**config.mk**
```make
export PLATFORM = sky130hd
export DESIGN_NAME = mhsp_top
export DESIGN_NICKNAME = d
export VERILOG_FILES = /design/src/inc/mhsp_pkg.sv /design/src/mhsp_uart.sv /design/src/mhsp_top.sv
export SDC_FILE = /design/constraint.sdc
export NUM_CORES = 2
export LEC_CHECK = 0
export ABC_CLOCK_PERIOD_IN_PS = 12200
export BUFFER_PORTS_ARGS = -buffer_cell sky130_fd_sc_hd__buf_2
export CORE_MARGIN = 2
export CORE_UTILIZATION = 55
export CTS_CLUSTER_SIZE = 30
export DETAILED_ROUTE_END_ITERATION = 7
export PLACE_DENSITY = 0.67
export RECOVER_POWER = 50
export SYNTH_ARGS = -nofsm -noshare
export SYNTH_HDL_FRONTEND = slang
export SYNTH_SLANG_ARGS = --single-unit
```
**constraint.sdc**
```tcl
create_clock -name clk_i -period 12.2 [get_ports clk_i]
set_input_delay 2.44 -clock clk_i [delete_from_list [all_inputs] [get_ports clk_i]]
set_output_delay 2.44 -clock clk_i [all_outputs]
set_load 0.05 [all_outputs]
```
**src/inc/mhsp_pkg.sv**
```systemverilog
// Package of constants for the mesh host serial port
// Function
// - Drive clear-to-send low while more host bytes can be accepted, else high.
// - Config-enable low: every received byte goes to the command path.
// - Command-set parameters are kept in storage surviving power cycles.
// - Frame sent data with preamble, start marker, routing and trailing CRC.
// - Check each received packet for own destination address and good CRC.
// - Acknowledge a matching, error-free packet before forwarding it.
// - A gateway starts in transparent mode after reset.
// - Transparent: routers output gateway data unmodified on the serial port.
// - Router data reaches the gateway and leaves its serial port unaltered.
// - Software flow control: send Xon instead of lowering clear-to-send.
// - Start transmission when buffer is full or the character gap times out.
// - Packet mode: gateway serial data carries address and command bytes; the frame takes them from REG_TX_DEST and REG_TX_CMD instead.
// - Packet mode: commands go to one device, a group, or broadcast.
// - Header-stripping mode outputs payload only, otherwise as packet mode.
// - Provide a 256-byte serial input buffer.
// - Deassert clear-to-send a configurable margin before full, default 18.
// - After successful transmission, lower clear-to-send or send Xon again.
package mhsp_pkg;
  localparam int CLK_HZ = 20_000_000;
  localparam int BAUD = 115_200;
  localparam int BIT_CYC = CLK_HZ / BAUD;
  localparam int BUF_DEPTH = 256;
  localparam int MARGIN_RST = 18;
  localparam int TIMEOUT_MS = 4;
  localparam int TIMEOUT_CYC = (CLK_HZ / 1000) * TIMEOUT_MS;
  localparam int PREAMBLE_LEN = 4;
  // Register offsets
  localparam logic [3:0] REG_CTRL = 4'h0;
  localparam logic [3:0] REG_STAT = 4'h1;
  localparam logic [3:0] REG_MARGIN = 4'h2;
  localparam logic [3:0] REG_OWN_ADDR = 4'h3;
  localparam logic [3:0] REG_GROUP = 4'h4;
  localparam logic [3:0] REG_TX_DEST = 4'h5;
  localparam logic [3:0] REG_TX_CMD = 4'h6;
  localparam logic [3:0] REG_RF_RX = 4'h7;
  localparam logic [3:0] REG_RF_RXEND = 4'h8;
  localparam logic [3:0] REG_RF_TX = 4'h9;
  localparam logic [3:0] REG_CFG_RD = 4'hA;
  localparam logic [3:0] REG_NV_SAVE = 4'hB;
  // Control register fields
  localparam int CTRL_MODE_LSB = 0;
  localparam int CTRL_XONXOFF_BIT = 2;
  localparam int CTRL_GATEWAY_BIT = 3;
  localparam logic [7:0] CTRL_RST = 8'h08;
  // Status register fields
  localparam int STAT_ACK_BIT = 0;
  localparam int STAT_BAD_BIT = 1;
  localparam int STAT_TXBUSY_BIT = 2;
  localparam int STAT_CFGAV_BIT = 3;
  // Characters and frame bytes
  localparam logic [7:0] XON_CHAR = 8'h11;
  localparam logic [7:0] XOFF_CHAR = 8'h13;
  localparam logic [7:0] PREAMBLE_BYTE = 8'h55;
  localparam logic [7:0] SOF_BYTE = 8'h7E;
  localparam logic [7:0] BCAST_ADDR = 8'hFF;
  localparam logic [7:0] ACK_BYTE = 8'h06;
  typedef enum logic [1:0] {
    MHSP_MODE_TRANSP = 2'b00,
    MHSP_MODE_PACKET = 2'b01,
    MHSP_MODE_STRIP = 2'b10
  } mhsp_mode_e;
  typedef enum logic [2:0] {
    MHSP_TX_IDLE = 3'b000,
    MHSP_TX_PRE = 3'b001,
    MHSP_TX_SOF = 3'b010,
    MHSP_TX_DEST = 3'b011,
    MHSP_TX_CMD = 3'b100,
    MHSP_TX_DATA = 3'b101,
    MHSP_TX_CRC = 3'b110,
    MHSP_TX_WAIT = 3'b111
  } mhsp_tx_e;
  // CRC-8 step, polynomial x^8+x^2+x+1
  function automatic logic [7:0] crc8(input logic [7:0] c, input logic [7:0] d);
    logic [7:0] r;
    r = c ^ d;
    for (int i = 0; i < 8; i++) begin
      r = r[7] ? ((r << 1) ^ 8'h07) : (r << 1);
    end
    return r;
  endfunction
endpackage

```
**src/mhsp_uart.sv**
```systemverilog
// Serial byte transmitter and receiver of the host port
`timescale 1ns/1ps
`default_nettype none
module mhsp_uart #(
  parameter int BIT_CYC = mhsp_pkg::BIT_CYC
) (
  input wire logic clk_i,
  input wire logic reset_i,
  input wire logic rxd_i,
  output logic [7:0] rx_data_o,
  output logic rx_stb_o,
  input wire logic [7:0] tx_data_i,
  input wire logic tx_stb_i,
  output logic tx_busy_o,
  output logic txd_o
);
  import mhsp_pkg::*;
  initial begin
    if (BIT_CYC < 4 || BIT_CYC > 65535) $error("BIT_CYC out of range");
  end
  logic rx_s1_r, rx_s2_r;
  logic [15:0] rx_cnt_r;
  logic [3:0] rx_bit_r;
  logic [8:0] rx_sh_r;
  logic rx_act_r;
  logic [15:0] tx_cnt_r;
  logic [3:0] tx_bit_r;
  logic [9:0] tx_sh_r;
  // Two-stage synchroniser on the pin
  always_ff @(posedge clk_i) begin
    rx_s1_r <= reset_i ? 1'b1 : rxd_i;
    rx_s2_r <= reset_i ? 1'b1 : rx_s1_r;
  end
  // Receiver samples mid-bit; strobe fires at the stop bit sample
  always_ff @(posedge clk_i) begin
    rx_stb_o <= 1'b0;
    if (reset_i) begin
      rx_act_r <= 1'b0;
      rx_cnt_r <= '0;
      rx_bit_r <= '0;
      rx_sh_r <= '0;
      rx_data_o <= '0;
    end else if (!rx_act_r) begin
      if (!rx_s2_r) begin
        rx_act_r <= 1'b1;
        rx_cnt_r <= 16'(BIT_CYC / 2);
        rx_bit_r <= '0;
      end
    end else if (rx_cnt_r != 0) begin
      rx_cnt_r <= rx_cnt_r - 16'h0001;
    end else begin
      rx_cnt_r <= 16'(BIT_CYC - 1);
      rx_sh_r <= {rx_s2_r, rx_sh_r[8:1]};
      rx_bit_r <= rx_bit_r + 4'h1;
      if (rx_bit_r == 4'h9) begin
        rx_act_r <= 1'b0;
        rx_data_o <= rx_sh_r[8:1];
        rx_stb_o <= rx_s2_r;
      end
    end
  end
  // Transmitter: start, eight data bits LSB first, stop
  always_ff @(posedge clk_i) begin
    if (reset_i) begin
      tx_sh_r <= '1;
      tx_bit_r <= '0;
      tx_cnt_r <= '0;
      tx_busy_o <= 1'b0;
      txd_o <= 1'b1;
    end else if (!tx_busy_o) begin
      txd_o <= 1'b1;
      if (tx_stb_i) begin
        tx_sh_r <= {1'b1, tx_data_i, 1'b0};
        tx_busy_o <= 1'b1;
        tx_bit_r <= '0;
        tx_cnt_r <= '0;
      end
    end else if (tx_cnt_r != 0) begin
      tx_cnt_r <= tx_cnt_r - 16'h0001;
    end else if (tx_bit_r == 4'hA) begin
      tx_busy_o <= 1'b0;
    end else begin
      txd_o <= tx_sh_r[0];
      tx_sh_r <= {1'b1, tx_sh_r[9:1]};
      tx_bit_r <= tx_bit_r + 4'h1;
      tx_cnt_r <= 16'(BIT_CYC - 1);
    end
  end
endmodule
`default_nettype wire

```
**src/mhsp_top.sv**
```systemverilog
// Host serial port of the mesh module: buffer, flow control, framing, delivery
//
// Added by the designer: the register offsets and the plain strobed port.
`timescale 1ns/1ps
`default_nettype none
module mhsp_top #(
  parameter int BUF_DEPTH = mhsp_pkg::BUF_DEPTH,
  parameter int TIMEOUT_CYC = mhsp_pkg::TIMEOUT_CYC,
  parameter int BIT_CYC = mhsp_pkg::BIT_CYC
) (
  input wire logic clk_i,
  input wire logic reset_i,
  input wire logic rxd_i,
  output logic txd_o,
  output logic cts_n_o,
  input wire logic config_n_i,
  input wire logic [3:0] addr_i,
  input wire logic [7:0] wdata_i,
  input wire logic wr_i,
  input wire logic rd_i,
  output logic [7:0] rdata_o,
  output logic rf_tx_valid_o,
  output logic [7:0] rf_tx_data_o,
  output logic rf_tx_last_o,
  output logic [7:0] nv_addr_o,
  output logic [7:0] nv_data_o,
  output logic nv_we_o
);
  import mhsp_pkg::*;
  localparam int AW = $clog2(BUF_DEPTH);
  initial begin
    if (BUF_DEPTH != 256) $error("BUF_DEPTH must be 256");
    if (TIMEOUT_CYC < 1 || TIMEOUT_CYC > 16777215) $error("TIMEOUT_CYC out of range");
  end
  // ----------------------------------------------------------------
  // Registers and serial engine
  // ----------------------------------------------------------------
  logic [7:0] ctrl_r, margin_r, own_r, group_r, dest_r, cmd_r;
  logic [7:0] stat_r;
  logic [7:0] buf_mem [BUF_DEPTH];
  logic [AW-1:0] wp_r, rp_r;
  logic [AW:0] cnt_r;
  logic [23:0] idle_r;
  logic tx_go_r;
  mhsp_tx_e fsm_r;
  logic [2:0] pre_r;
  logic [7:0] crc_r;
  logic [AW:0] left_r;
  logic [7:0] cfg_cmd_r, cfg_val_r;
  logic cfg_phase_r, cfg_av_r, cfg_s1_r, cfg_s2_r;
  logic [7:0] rxp_buf [16];
  logic [3:0] rxp_cnt_r;
  logic [7:0] rxp_crc_r;
  logic [7:0] out_q [16];
  logic [4:0] oq_len_r, oq_rd_r;
  logic [7:0] uart_rx;
  logic uart_stb, uart_busy;
  logic [7:0] utx_r;
  logic utx_stb_r;
  logic xon_sent_r, xon_want_r;
  mhsp_uart #(.BIT_CYC(BIT_CYC)) u_uart (
    .clk_i(clk_i),
    .reset_i(reset_i),
    .rxd_i(rxd_i),
    .rx_data_o(uart_rx),
    .rx_stb_o(uart_stb),
    .tx_data_i(utx_r),
    .tx_stb_i(utx_stb_r),
    .tx_busy_o(uart_busy),
    .txd_o(txd_o)
  );
  // ----------------------------------------------------------------
  // Decoding
  // ----------------------------------------------------------------
  wire mhsp_mode_e mode = mhsp_mode_e'(ctrl_r[CTRL_MODE_LSB +: 2]);
  wire sw_flow = ctrl_r[CTRL_XONXOFF_BIT];
  wire cfg_mode = ~cfg_s2_r;
  // Ready while fill sits below capacity less the margin and no frame is in transmission
  wire [AW:0] thresh = (AW+1)'(BUF_DEPTH) - (AW+1)'(margin_r);
  wire accept = (cnt_r < thresh) && !tx_go_r;
  wire buf_full = cnt_r == (AW+1)'(BUF_DEPTH);
  wire data_in = uart_stb && !cfg_mode && accept && !buf_full;
  wire timed_out = (idle_r == 24'(TIMEOUT_CYC)) && (cnt_r != 0);
  wire tx_pop = (fsm_r == MHSP_TX_DATA) && (left_r != 0);
  wire wr_rf_rx = wr_i && (addr_i == REG_RF_RX);
  wire wr_rf_end = wr_i && (addr_i == REG_RF_RXEND);
  wire [7:0] rxp_dest = rxp_buf[0];
  wire addr_ok = (rxp_dest == own_r) || (rxp_dest == group_r) || (rxp_dest == BCAST_ADDR);
  wire crc_ok = (rxp_crc_r == 8'h00) && (rxp_cnt_r > 4'h1);
  wire rx_good = wr_rf_end && addr_ok && crc_ok;
  wire oq_busy = oq_rd_r != oq_len_r;
  // Config pin is asynchronous: two stages before any logic reads it
  always_ff @(posedge clk_i) begin
    cfg_s1_r <= reset_i | config_n_i;
    cfg_s2_r <= reset_i | cfg_s1_r;
  end
  // ----------------------------------------------------------------
  // Software registers
  // ----------------------------------------------------------------
  // Mode, margin and addresses; gateway resets to transparent
  always_ff @(posedge clk_i) begin
    if (reset_i) begin
      ctrl_r <= CTRL_RST;
      margin_r <= 8'(MARGIN_RST);
      own_r <= 8'h01;
      group_r <= 8'hFE;
      dest_r <= BCAST_ADDR;
      cmd_r <= 8'h00;
    end else if (wr_i) begin
      case (addr_i)
        REG_CTRL: ctrl_r <= wdata_i;
        REG_MARGIN: margin_r <= wdata_i;
        REG_OWN_ADDR: own_r <= wdata_i;
        REG_GROUP: group_r <= wdata_i;
        REG_TX_DEST: dest_r <= wdata_i;
        REG_TX_CMD: cmd_r <= wdata_i;
        default: ;
      endcase
    end
  end
  // Read data stands in the cycle after the strobe
  always_ff @(posedge clk_i) begin
    if (reset_i || !rd_i) begin
      rdata_o <= 8'h00;
    end else begin
      case (addr_i)
        REG_CTRL: rdata_o <= ctrl_r;
        REG_STAT: rdata_o <= stat_r;
        REG_MARGIN: rdata_o <= margin_r;
        REG_OWN_ADDR: rdata_o <= own_r;
        REG_GROUP: rdata_o <= group_r;
        REG_TX_DEST: rdata_o <= dest_r;
        REG_TX_CMD: rdata_o <= cmd_r;
        REG_CFG_RD: rdata_o <= cfg_cmd_r;
        REG_NV_SAVE: rdata_o <= cfg_val_r;
        default: rdata_o <= 8'h00;
      endcase
    end
  end
  // ----------------------------------------------------------------
  // Input buffer and character timeout
  // ----------------------------------------------------------------
  always_ff @(posedge clk_i) begin
    if (data_in) begin
      buf_mem[wp_r] <= uart_rx;
    end
  end
  // Fill count, pointers; gap timer restarts on each stop bit outside config mode
  always_ff @(posedge clk_i) begin
    if (reset_i) begin
      wp_r <= '0;
      rp_r <= '0;
      cnt_r <= '0;
      idle_r <= '0;
    end else begin
      if (data_in) wp_r <= wp_r + AW'(1);
      if (tx_pop) rp_r <= rp_r + AW'(1);
      cnt_r <= cnt_r + (AW+1)'(data_in) - (AW+1)'(tx_pop);
      if (uart_stb && !cfg_mode) begin
        idle_r <= '0;
      end else if (idle_r != 24'(TIMEOUT_CYC)) begin
        idle_r <= idle_r + 24'h00_0001;
      end
    end
  end
  // ----------------------------------------------------------------
  // Outgoing radio frame
  // ----------------------------------------------------------------
  // Framing: preamble, start marker, routing, payload, CRC, then wait
  always_ff @(posedge clk_i) begin
    rf_tx_last_o <= 1'b0;
    if (reset_i) begin
      fsm_r <= MHSP_TX_IDLE;
      tx_go_r <= 1'b0;
      rf_tx_valid_o <= 1'b0;
      rf_tx_data_o <= 8'h00;
      pre_r <= '0;
      crc_r <= '0;
      left_r <= '0;
    end else begin
      rf_tx_valid_o <= 1'b0;
      case (fsm_r)
        MHSP_TX_IDLE: if (!cfg_mode && (buf_full || timed_out)) begin
          fsm_r <= MHSP_TX_PRE;
          tx_go_r <= 1'b1;
          left_r <= cnt_r;
          pre_r <= '0;
        end
        MHSP_TX_PRE: begin
          rf_tx_valid_o <= 1'b1;
          rf_tx_data_o <= PREAMBLE_BYTE;
          pre_r <= pre_r + 3'h1;
          if (pre_r == 3'(PREAMBLE_LEN - 1)) fsm_r <= MHSP_TX_SOF;
        end
        MHSP_TX_SOF: begin
          rf_tx_valid_o <= 1'b1;
          rf_tx_data_o <= SOF_BYTE;
          crc_r <= 8'h00;
          fsm_r <= MHSP_TX_DEST;
        end
        MHSP_TX_DEST: begin
          rf_tx_valid_o <= 1'b1;
          rf_tx_data_o <= (mode == MHSP_MODE_TRANSP) ? BCAST_ADDR : dest_r;
          crc_r <= crc8(8'h00, (mode == MHSP_MODE_TRANSP) ? BCAST_ADDR : dest_r);
          fsm_r <= MHSP_TX_CMD;
        end
        MHSP_TX_CMD: begin
          rf_tx_valid_o <= 1'b1;
          rf_tx_data_o <= cmd_r;
          crc_r <= crc8(crc_r, cmd_r);
          fsm_r <= MHSP_TX_DATA;
        end
        MHSP_TX_DATA: if (left_r != 0) begin
          rf_tx_valid_o <= 1'b1;
          rf_tx_data_o <= buf_mem[rp_r];
          crc_r <= crc8(crc_r, buf_mem[rp_r]);
          left_r <= left_r - (AW+1)'(1);
        end else begin
          fsm_r <= MHSP_TX_CRC;
        end
        MHSP_TX_CRC: begin
          rf_tx_valid_o <= 1'b1;
          rf_tx_last_o <= 1'b1;
          rf_tx_data_o <= crc_r;
          fsm_r <= MHSP_TX_WAIT;
        end
        MHSP_TX_WAIT: if (wr_i && addr_i == REG_RF_TX) begin
          fsm_r <= MHSP_TX_IDLE;
          tx_go_r <= 1'b0;
        end
        default: fsm_r <= MHSP_TX_IDLE;
      endcase
    end
  end
  // ----------------------------------------------------------------
  // Configuration path
  // ----------------------------------------------------------------
  // Bytes in config mode pair as command then value; pair goes to storage
  always_ff @(posedge clk_i) begin
    nv_we_o <= 1'b0;
    if (reset_i) begin
      cfg_phase_r <= 1'b0;
      cfg_cmd_r <= 8'h00;
      cfg_val_r <= 8'h00;
      cfg_av_r <= 1'b0;
      nv_addr_o <= 8'h00;
      nv_data_o <= 8'h00;
    end else begin
      if (!cfg_mode) begin
        cfg_phase_r <= 1'b0;
      end else if (uart_stb) begin
        cfg_phase_r <= ~cfg_phase_r;
        if (!cfg_phase_r) begin
          cfg_cmd_r <= uart_rx;
        end else begin
          cfg_val_r <= uart_rx;
          nv_addr_o <= cfg_cmd_r;
          nv_data_o <= uart_rx;
          nv_we_o <= 1'b1;
        end
      end
      if (cfg_mode && uart_stb && cfg_phase_r) begin
        cfg_av_r <= 1'b1;
      end else if (rd_i && addr_i == REG_CFG_RD) begin
        cfg_av_r <= 1'b0;
      end
    end
  end
  // ----------------------------------------------------------------
  // Received radio packets
  // ----------------------------------------------------------------
  // Collect dest, cmd, payload, CRC; check and queue for serial output
  always_ff @(posedge clk_i) begin
    if (reset_i) begin
      rxp_cnt_r <= '0;
      rxp_crc_r <= '0;
      oq_len_r <= '0;
      stat_r <= '0;
    end else begin
      stat_r[STAT_TXBUSY_BIT] <= tx_go_r;
      stat_r[STAT_CFGAV_BIT] <= cfg_av_r;
      if (rd_i && addr_i == REG_STAT) begin
        stat_r[STAT_ACK_BIT] <= 1'b0;
        stat_r[STAT_BAD_BIT] <= 1'b0;
      end
      if (wr_rf_rx && !oq_busy) begin
        if (rxp_cnt_r != 4'hF) begin
          rxp_buf[rxp_cnt_r] <= wdata_i;
          rxp_cnt_r <= rxp_cnt_r + 4'h1;
        end
        rxp_crc_r <= crc8(rxp_crc_r, wdata_i);
      end
      if (wr_rf_end) begin
        rxp_cnt_r <= '0;
        rxp_crc_r <= '0;
        if (rx_good) begin
          stat_r[STAT_ACK_BIT] <= 1'b1;
          for (int i = 0; i < 16; i++) out_q[i] <= rxp_buf[i];
          // Strip mode keeps payload only; packet mode keeps header bytes
          oq_len_r <= 5'(rxp_cnt_r) - 5'h01;
        end else begin
          stat_r[STAT_BAD_BIT] <= 1'b1;
        end
      end
    end
  end
  // ----------------------------------------------------------------
  // Serial output: flow characters take priority over packet bytes
  // ----------------------------------------------------------------
  wire hdr_skip = (mode != MHSP_MODE_PACKET) && (oq_rd_r < 5'h02);
  always_ff @(posedge clk_i) begin
    utx_stb_r <= 1'b0;
    if (reset_i) begin
      oq_rd_r <= '0;
      utx_r <= 8'h00;
      xon_sent_r <= 1'b0;
      xon_want_r <= 1'b1;
    end else begin
      if (sw_flow && (accept != xon_sent_r)) xon_want_r <= 1'b1;
      if (wr_rf_end && rx_good) oq_rd_r <= '0;
      else if (!uart_busy && !utx_stb_r) begin
        if (sw_flow && xon_want_r) begin
          utx_r <= accept ? XON_CHAR : XOFF_CHAR;
          utx_stb_r <= 1'b1;
          xon_sent_r <= accept;
          xon_want_r <= 1'b0;
        end else if (oq_busy) begin
          oq_rd_r <= oq_rd_r + 5'h01;
          if (!hdr_skip) begin
            utx_r <= out_q[oq_rd_r[3:0]];
            utx_stb_r <= 1'b1;
          end
        end
      end
    end
  end
  // Clear-to-send is held high under software flow control
  always_ff @(posedge clk_i) begin
    if (reset_i) cts_n_o <= 1'b1;
    else cts_n_o <= sw_flow | ~accept;
  end
endmodule
`default_nettype wire

```
Word level (Yosys, flattened, before mapping)
Memory sizes are Yosys's and may differ from the RTL's. A register that Yosys moved wholly into a read port is not among the register bits.
Cells that the tools add are included.
- shift-type cells: 0
- add/subtract/negate cells: 15
- $lt $le $gt $ge: 3
- bitwise gates (word level): 51
- multiply operators: 0
- reduce and logical (&&, ||, !) cells: 83
- eq/ne operators: 42
- multiplexer cells: 112
- divide/modulo/power cells: 0
- operators with widths (kind ; count):
    2-to-1 mux 16 bit ; 7
    2-to-1 mux 3 bit ; 37
    NOT 3 bit ; 32
    case mux 8 bit (9 select lines) ; 1
    2-to-1 mux 8 bit ; 8
    case mux 8 bit (6 select lines) ; 1
    2-to-1 mux 10 bit ; 4
    2-to-1 mux 4 bit ; 9
    2-to-1 mux 1 bit ; 34
    case mux 8 bit (4 select lines) ; 1
    nonzero test 16 bit ; 2
    subtractor 16 x 1 -> 16 bit, second input constant ; 2
    AND reduction 2 bit ; 15
    adder 24 x 1 -> 24 bit, second input constant ; 1
    equality test 24 x 17 -> 1 bit, second input constant ; 1
    equality test 4 bit, second input constant ; 6
    != test 24 x 17 -> 1 bit, second input constant ; 1
    case mux 3 bit (8 select lines) ; 1
    AND reduction 3 bit ; 8
    XOR 8 bit ; 3
    logical AND 1 bit ; 23
    2-to-1 mux 9 bit ; 2
    case mux 9 bit (2 select lines) ; 1
    nonzero test 9 bit ; 2
    46 further kinds ; 104
- memory bits (writable): 2304
- bits of input ports: 18
- output and inout bits: 37
- bits in latches: 0
- memories: 3
- flip-flop bits (word level): 279
- memory bits (read-only): 0
- memories (memory ; depth ; bits a word ; rd ports ; clocked after Yosys merged registers in ; write ports ; RTL line ; RTL):
    buf_mem ; 256 ; 8 ; 1 ; 1 ; 1 ; mhsp_top.sv:40 ; logic [7:0] buf_mem [BUF_DEPTH];
    out_q ; 16 ; 8 ; 1 ; 1 ; 16 ; mhsp_top.sv:54 ; logic [7:0] out_q [16];
    rxp_buf ; 16 ; 8 ; 16 ; 0 ; 1 ; mhsp_top.sv:51 ; logic [7:0] rxp_buf [16];

Logic depth before layout (Yosys ltp)
- word-level depth: 19
- mapped depth: 28
- depth with buffers taken out: 27

Cells and area by module
Synthesis repeated with hierarchy kept, for this count alone.
- cell total of the unflattened synthesis: 5758
- area total of the unflattened synthesis: 103077.6 um^2
- by module, submodules not included (module ; cells an instance ; seq. area each (um^2) ; times used ; area an instance (um^2)):
    mhsp_top ; 5363 ; 73550.5 ; 1 ; 99744.4
    mhsp_uart ; 395 ; 1421.4 ; 1 ; 3333.2

Worst setup path after synthesis
No wires, ideal clock.
- path kind: in2reg
- from: in addr_i[3]
- to: mem out_q[0][0], enable pin
- required time: 11.583 ns
- path slack: 2.629 ns
- library setup time: 0.617 ns
- arrival time: 8.954 ns
- cell stages on the path: 6
- cell sequence: clkbuf_1 -> inv_1 -> nor2_1 -> and3_1 -> nand4_1 -> nor2_1
- RTL lines (what ; RTL line ; RTL):
    from (decl) ; mhsp_top.sv:17 ; input wire logic [3:0] addr_i,
    to (decl) ; mhsp_top.sv:54 ;

Worst setup path after layout
- from: reg u_uart.rx_data_o[2]
- to: mem buf_mem[62][2], data pin
- RTL lines (what ; RTL line ; RTL):
    from (decl) ; mhsp_uart.sv:10 ; output logic [7:0] rx_data_o,
    from (signal assigned) ; mhsp_uart.sv:57 ; rx_data_o <= rx_sh_r[8:1];
    to (decl) ; mhsp_top.sv:40 ;
No word-level cell before the write port.

==> reports/results.ini <==
[run_status]
status = finished with violations
failed_checks = capacitance limit, slew limit

[setup_path]
startpoint_type = flip-flop
worstRegToRegCells = 2
crit_path_end_kind = flip-flop
crit_type = flip-flop to flip-flop
crit_arrival_ns = 8.26
r2r_start = u_uart.rx_data_o[2]
path_max_fanout = 90
crit_required_ns = 12.22
regToRegSetupSlack_ns = 3.96
timing.rr.end = buf_mem[62][2]

[clock_tree]
clk-insertion-delay-late_ns = 0.92
cts-resized-gates = 0
clk_pin_slew_ns = 0.06
postCtsSetupBuffers = 0
clock_sinks = 2593
cts_root_buf = clkbuf_16
h-tree-depth = 5
cts_tree = built
numCtsBuffers = 280
cts_hold_buffers = 0
cts_max_path_buffers = 4

[sta]
hold_ws_ns = 0.384
slew_violations = 1531
finalCriticalPeriod_ns = 8.24
max_freq_mhz = 121
tns_ns = 0
skew_ns = 0.0449
fin_crit_sh_pct = 67.5
rsz0062_at_grt = no
slew_headroom_pct = -200
worst_pin_slew_ns = 4.49
hold_viol = 0
setup_violations = 0

[global_route]
grt_pass1_vias = 54100
grt_max_degree = 216
grtUsageTotal_pct = 27.3
grt-ovfl-total = 0
grt_antenna_before_repair = 12
grt_use_met1_pct = 39.7
grt_pass1_wl_um = 381000
grtUsageMet2_pct = 41.4
grtUsageMet3_pct = 6.04
grt.busiest_layer = met2

[die]
top_level_ports = 55
rows = 159
die_width_um = 437
die_area_sq_mm = 0.191
die_y_um = 437
floorplan.initialDensity_pct = 55.2
core-area_sq_mm = 0.187

[synth]
synthFlopType = edfxtp_1
synth_edf_count = 2304
synth_fa_ha_area_share_pct = 0.601
avgSynthCellArea_sq_um = 17.6
synth-xor-area-share_pct = 1.33
synth_top_area_share_pct = 67.0
synth_mux_area_share_pct = 13.3
synth_area_sq_mm = 0.103
synthTopCellsByArea = edfxtp_1 67%, mux4_2 10%, dfxtp_1 5.6%
synth_top_family_by_area = multiplexers
synth_compound_area_share_pct = 4.46
ys_ff_latch = 2593
seq_area_frac_synth_pct = 72.6
synth-async-reset-ratio_pct = 0
synthCells = 5865
synth_top_area_cell = edfxtp_1
yosys.area_share.simple_pct = 5.58
synth_warnings = 0
yosysUniqueCellTypes = 88

[power]
peakVddDrop_mv = 0.168
p_per_area_mw_per_mm2 = 157
p_leak_nw = 35.5

[drt]
dr.pass1.iters = 6
post-route-drc-count = 0
wire_per_inst_um = 30.2
via_per_inst = 6.40
via_count = 55500
postRouteAntennaNets = 0
drt-total-wl_um = 261000
drt_iter0_drc = 7540

[finish]
final_nets = 6036
fin_util_pct = 61.0
area_delta_synth_final_pct = 10.6
drive_above_1_share_pct = 17.0

[hold_path]
holdCritPathClass = flip-flop to flip-flop
hold_depth = 0
whs_endpoint = out_q[9][3]
hp-start = rxp_buf[9][3]

[placed_design]
port_buffers = 54
post-dp-hpwl_um = 159000
routabilityCongestion = 0.891

[flow_run]
cap_violations = 22

-- layout by cell type (no fill, tap or decap), types with 33 or more instances in the layout --
| master | synthesis | final |
|---|---|---|
| or3_1 | 34 | 34 |
| inv_1 | 56 | 56 |
| xor2_1 | 50 | 50 |
| o21ai_0 | 108 | 109 |
| nand2_1 | 211 | 211 |
| nand2b_1 | 42 | 42 |
| mux4_2 | 478 | 478 |
| a21oi_1 | 165 | 165 |
| nand3_1 | 102 | 102 |
| buf_4 | 49 | 68 |
| ha_1 | 48 | 48 |
| clkbuf_16 | 0 | 284 |
| edfxtp_1 | 2304 | 2304 |
| clkbuf_1 | 163 | 67 |
| clkinv_1 | 0 | 64 |
| mux2i_1 | 254 | 254 |
| nand4_1 | 38 | 38 |
| nor3_1 | 66 | 66 |
| xnor2_1 | 91 | 91 |
| dfxtp_1 | 289 | 282 |
| nor2_1 | 541 | 539 |
| a31oi_1 | 33 | 33 |
| buf_2 | 57 | 47 |
| a22oi_1 | 146 | 146 |
| nor2b_1 | 68 | 60 |
-- worst max-delay path: stages, from the launching register on --
cell	delay [ns]
dfxtp_1	1.75
clkbuf_1	2.17
clkbuf_1	3.31
-- worst max-delay path by stage --
stage,slack [ns],end,startpoint
after CTS,6.15,buf_mem[186][2],margin_r[2]
final,3.96,buf_mem[62][2],u_uart.rx_data_o[2]
after detailed placement,6.19,out_q[9][2],addr_i[3]
after floorplan,2.63,out_q[0][0],addr_i[3]
after global placement,6.26,buf_mem[186][2],margin_r[2]
after global routing,3.74,buf_mem[62][2],u_uart.rx_data_o[2]
-- sequential cells by signal, summed over array words and instances, names as in the netlist, 16 cells and up, named ones only --
name             count
u_uart.rx_cnt_r     16
buf_mem           2048
idle_r              24
u_uart.tx_cnt_r     16
rxp_buf            128
out_q              128
-- metal layers --
metal / vias up / wire [um]
li1: 23500 / -
met5: - / 55
met4: 10 / 9020
met2: 2880 / 120000
met1: 28500 / 105000
met3: 526 / 26500
-- layout make-up --
type,count,area (sq um)
inverters,56,210
repair buffers,147,1010
flip-flops and latches,2593,75000
well taps,2495,3120
multi-input cells,2891,26200
diodes,3,7.51
clock buffers,334,7350
fillers,13300,72900
clock inverters,143,1350
-- cells in the mapped netlist, drive strengths merged (5+ instances only) --
master / n
nor2: 543
a31oi: 33
nor2b: 68
o22ai: 27
nor4: 23
nand3b: 8
edfxtp: 2304
a211o: 23
a21o: 14
and2: 14
nor4b: 5
and3b: 5
nand3: 103
ha: 48
or2: 16
a22o: 22
or4: 14
a221oi: 27
o31ai: 10
and3: 23
a22oi: 146
mux4: 489
o21bai: 6
or3: 34
a21boi: 9
a311oi: 15
mux2: 16
nor3b: 8
buf: 169
dfxtp: 289
o21a: 5
inv: 56
a21oi: 165
a211oi: 16
xor2: 53
clkbuf: 163
mux2i: 254
nor3: 66
xnor2: 95
o211ai: 18
nand2b: 42
nand2: 211
nand4: 40
o21ai: 116
-- through the flow --
stage | worst slack (ns) | total power, mW | cell area (sq um) | std cells
2_1_floorplan | 2.63 | 9.91 | 103000 | 5872
3_3_place_gp | 6.26 | 9.96 | 106000 | 8182
3_5_place_dp | 6.19 | 9.96 | 106000 | 8182
4_1_cts | 6.15 | 18.0 | 114000 | 8659
5_1_grt | 3.74 | 18.4 | 114000 | 8661
6_report | 3.96 | 18.0 | 114000 | 8662
-- logic make-up (layout without fill, tap and decap cells) --
kind of cell | after synthesis | in the layout
AO/OA/AOI/OAI | 690 | 690
XOR/XNOR | 149 | 149
adder cells (fa/ha/maj) | 49 | 49
buffers and inverters | 388 | 680
flip-flops | 2593 | 2593
multiplexers | 759 | 759
other | 1 | 11
AND/OR/NAND/NOR | 1236 | 1236
-- power breakdown --
part           internal, mW  switching [mW]  total [mW]
Sequential             9.54          0.0165        9.56
Clock                  4.82            3.36        8.18
Combinational        0.0846           0.134       0.219
Total                  14.4            3.51        18.0
Power figures use the tool's default switching activity.
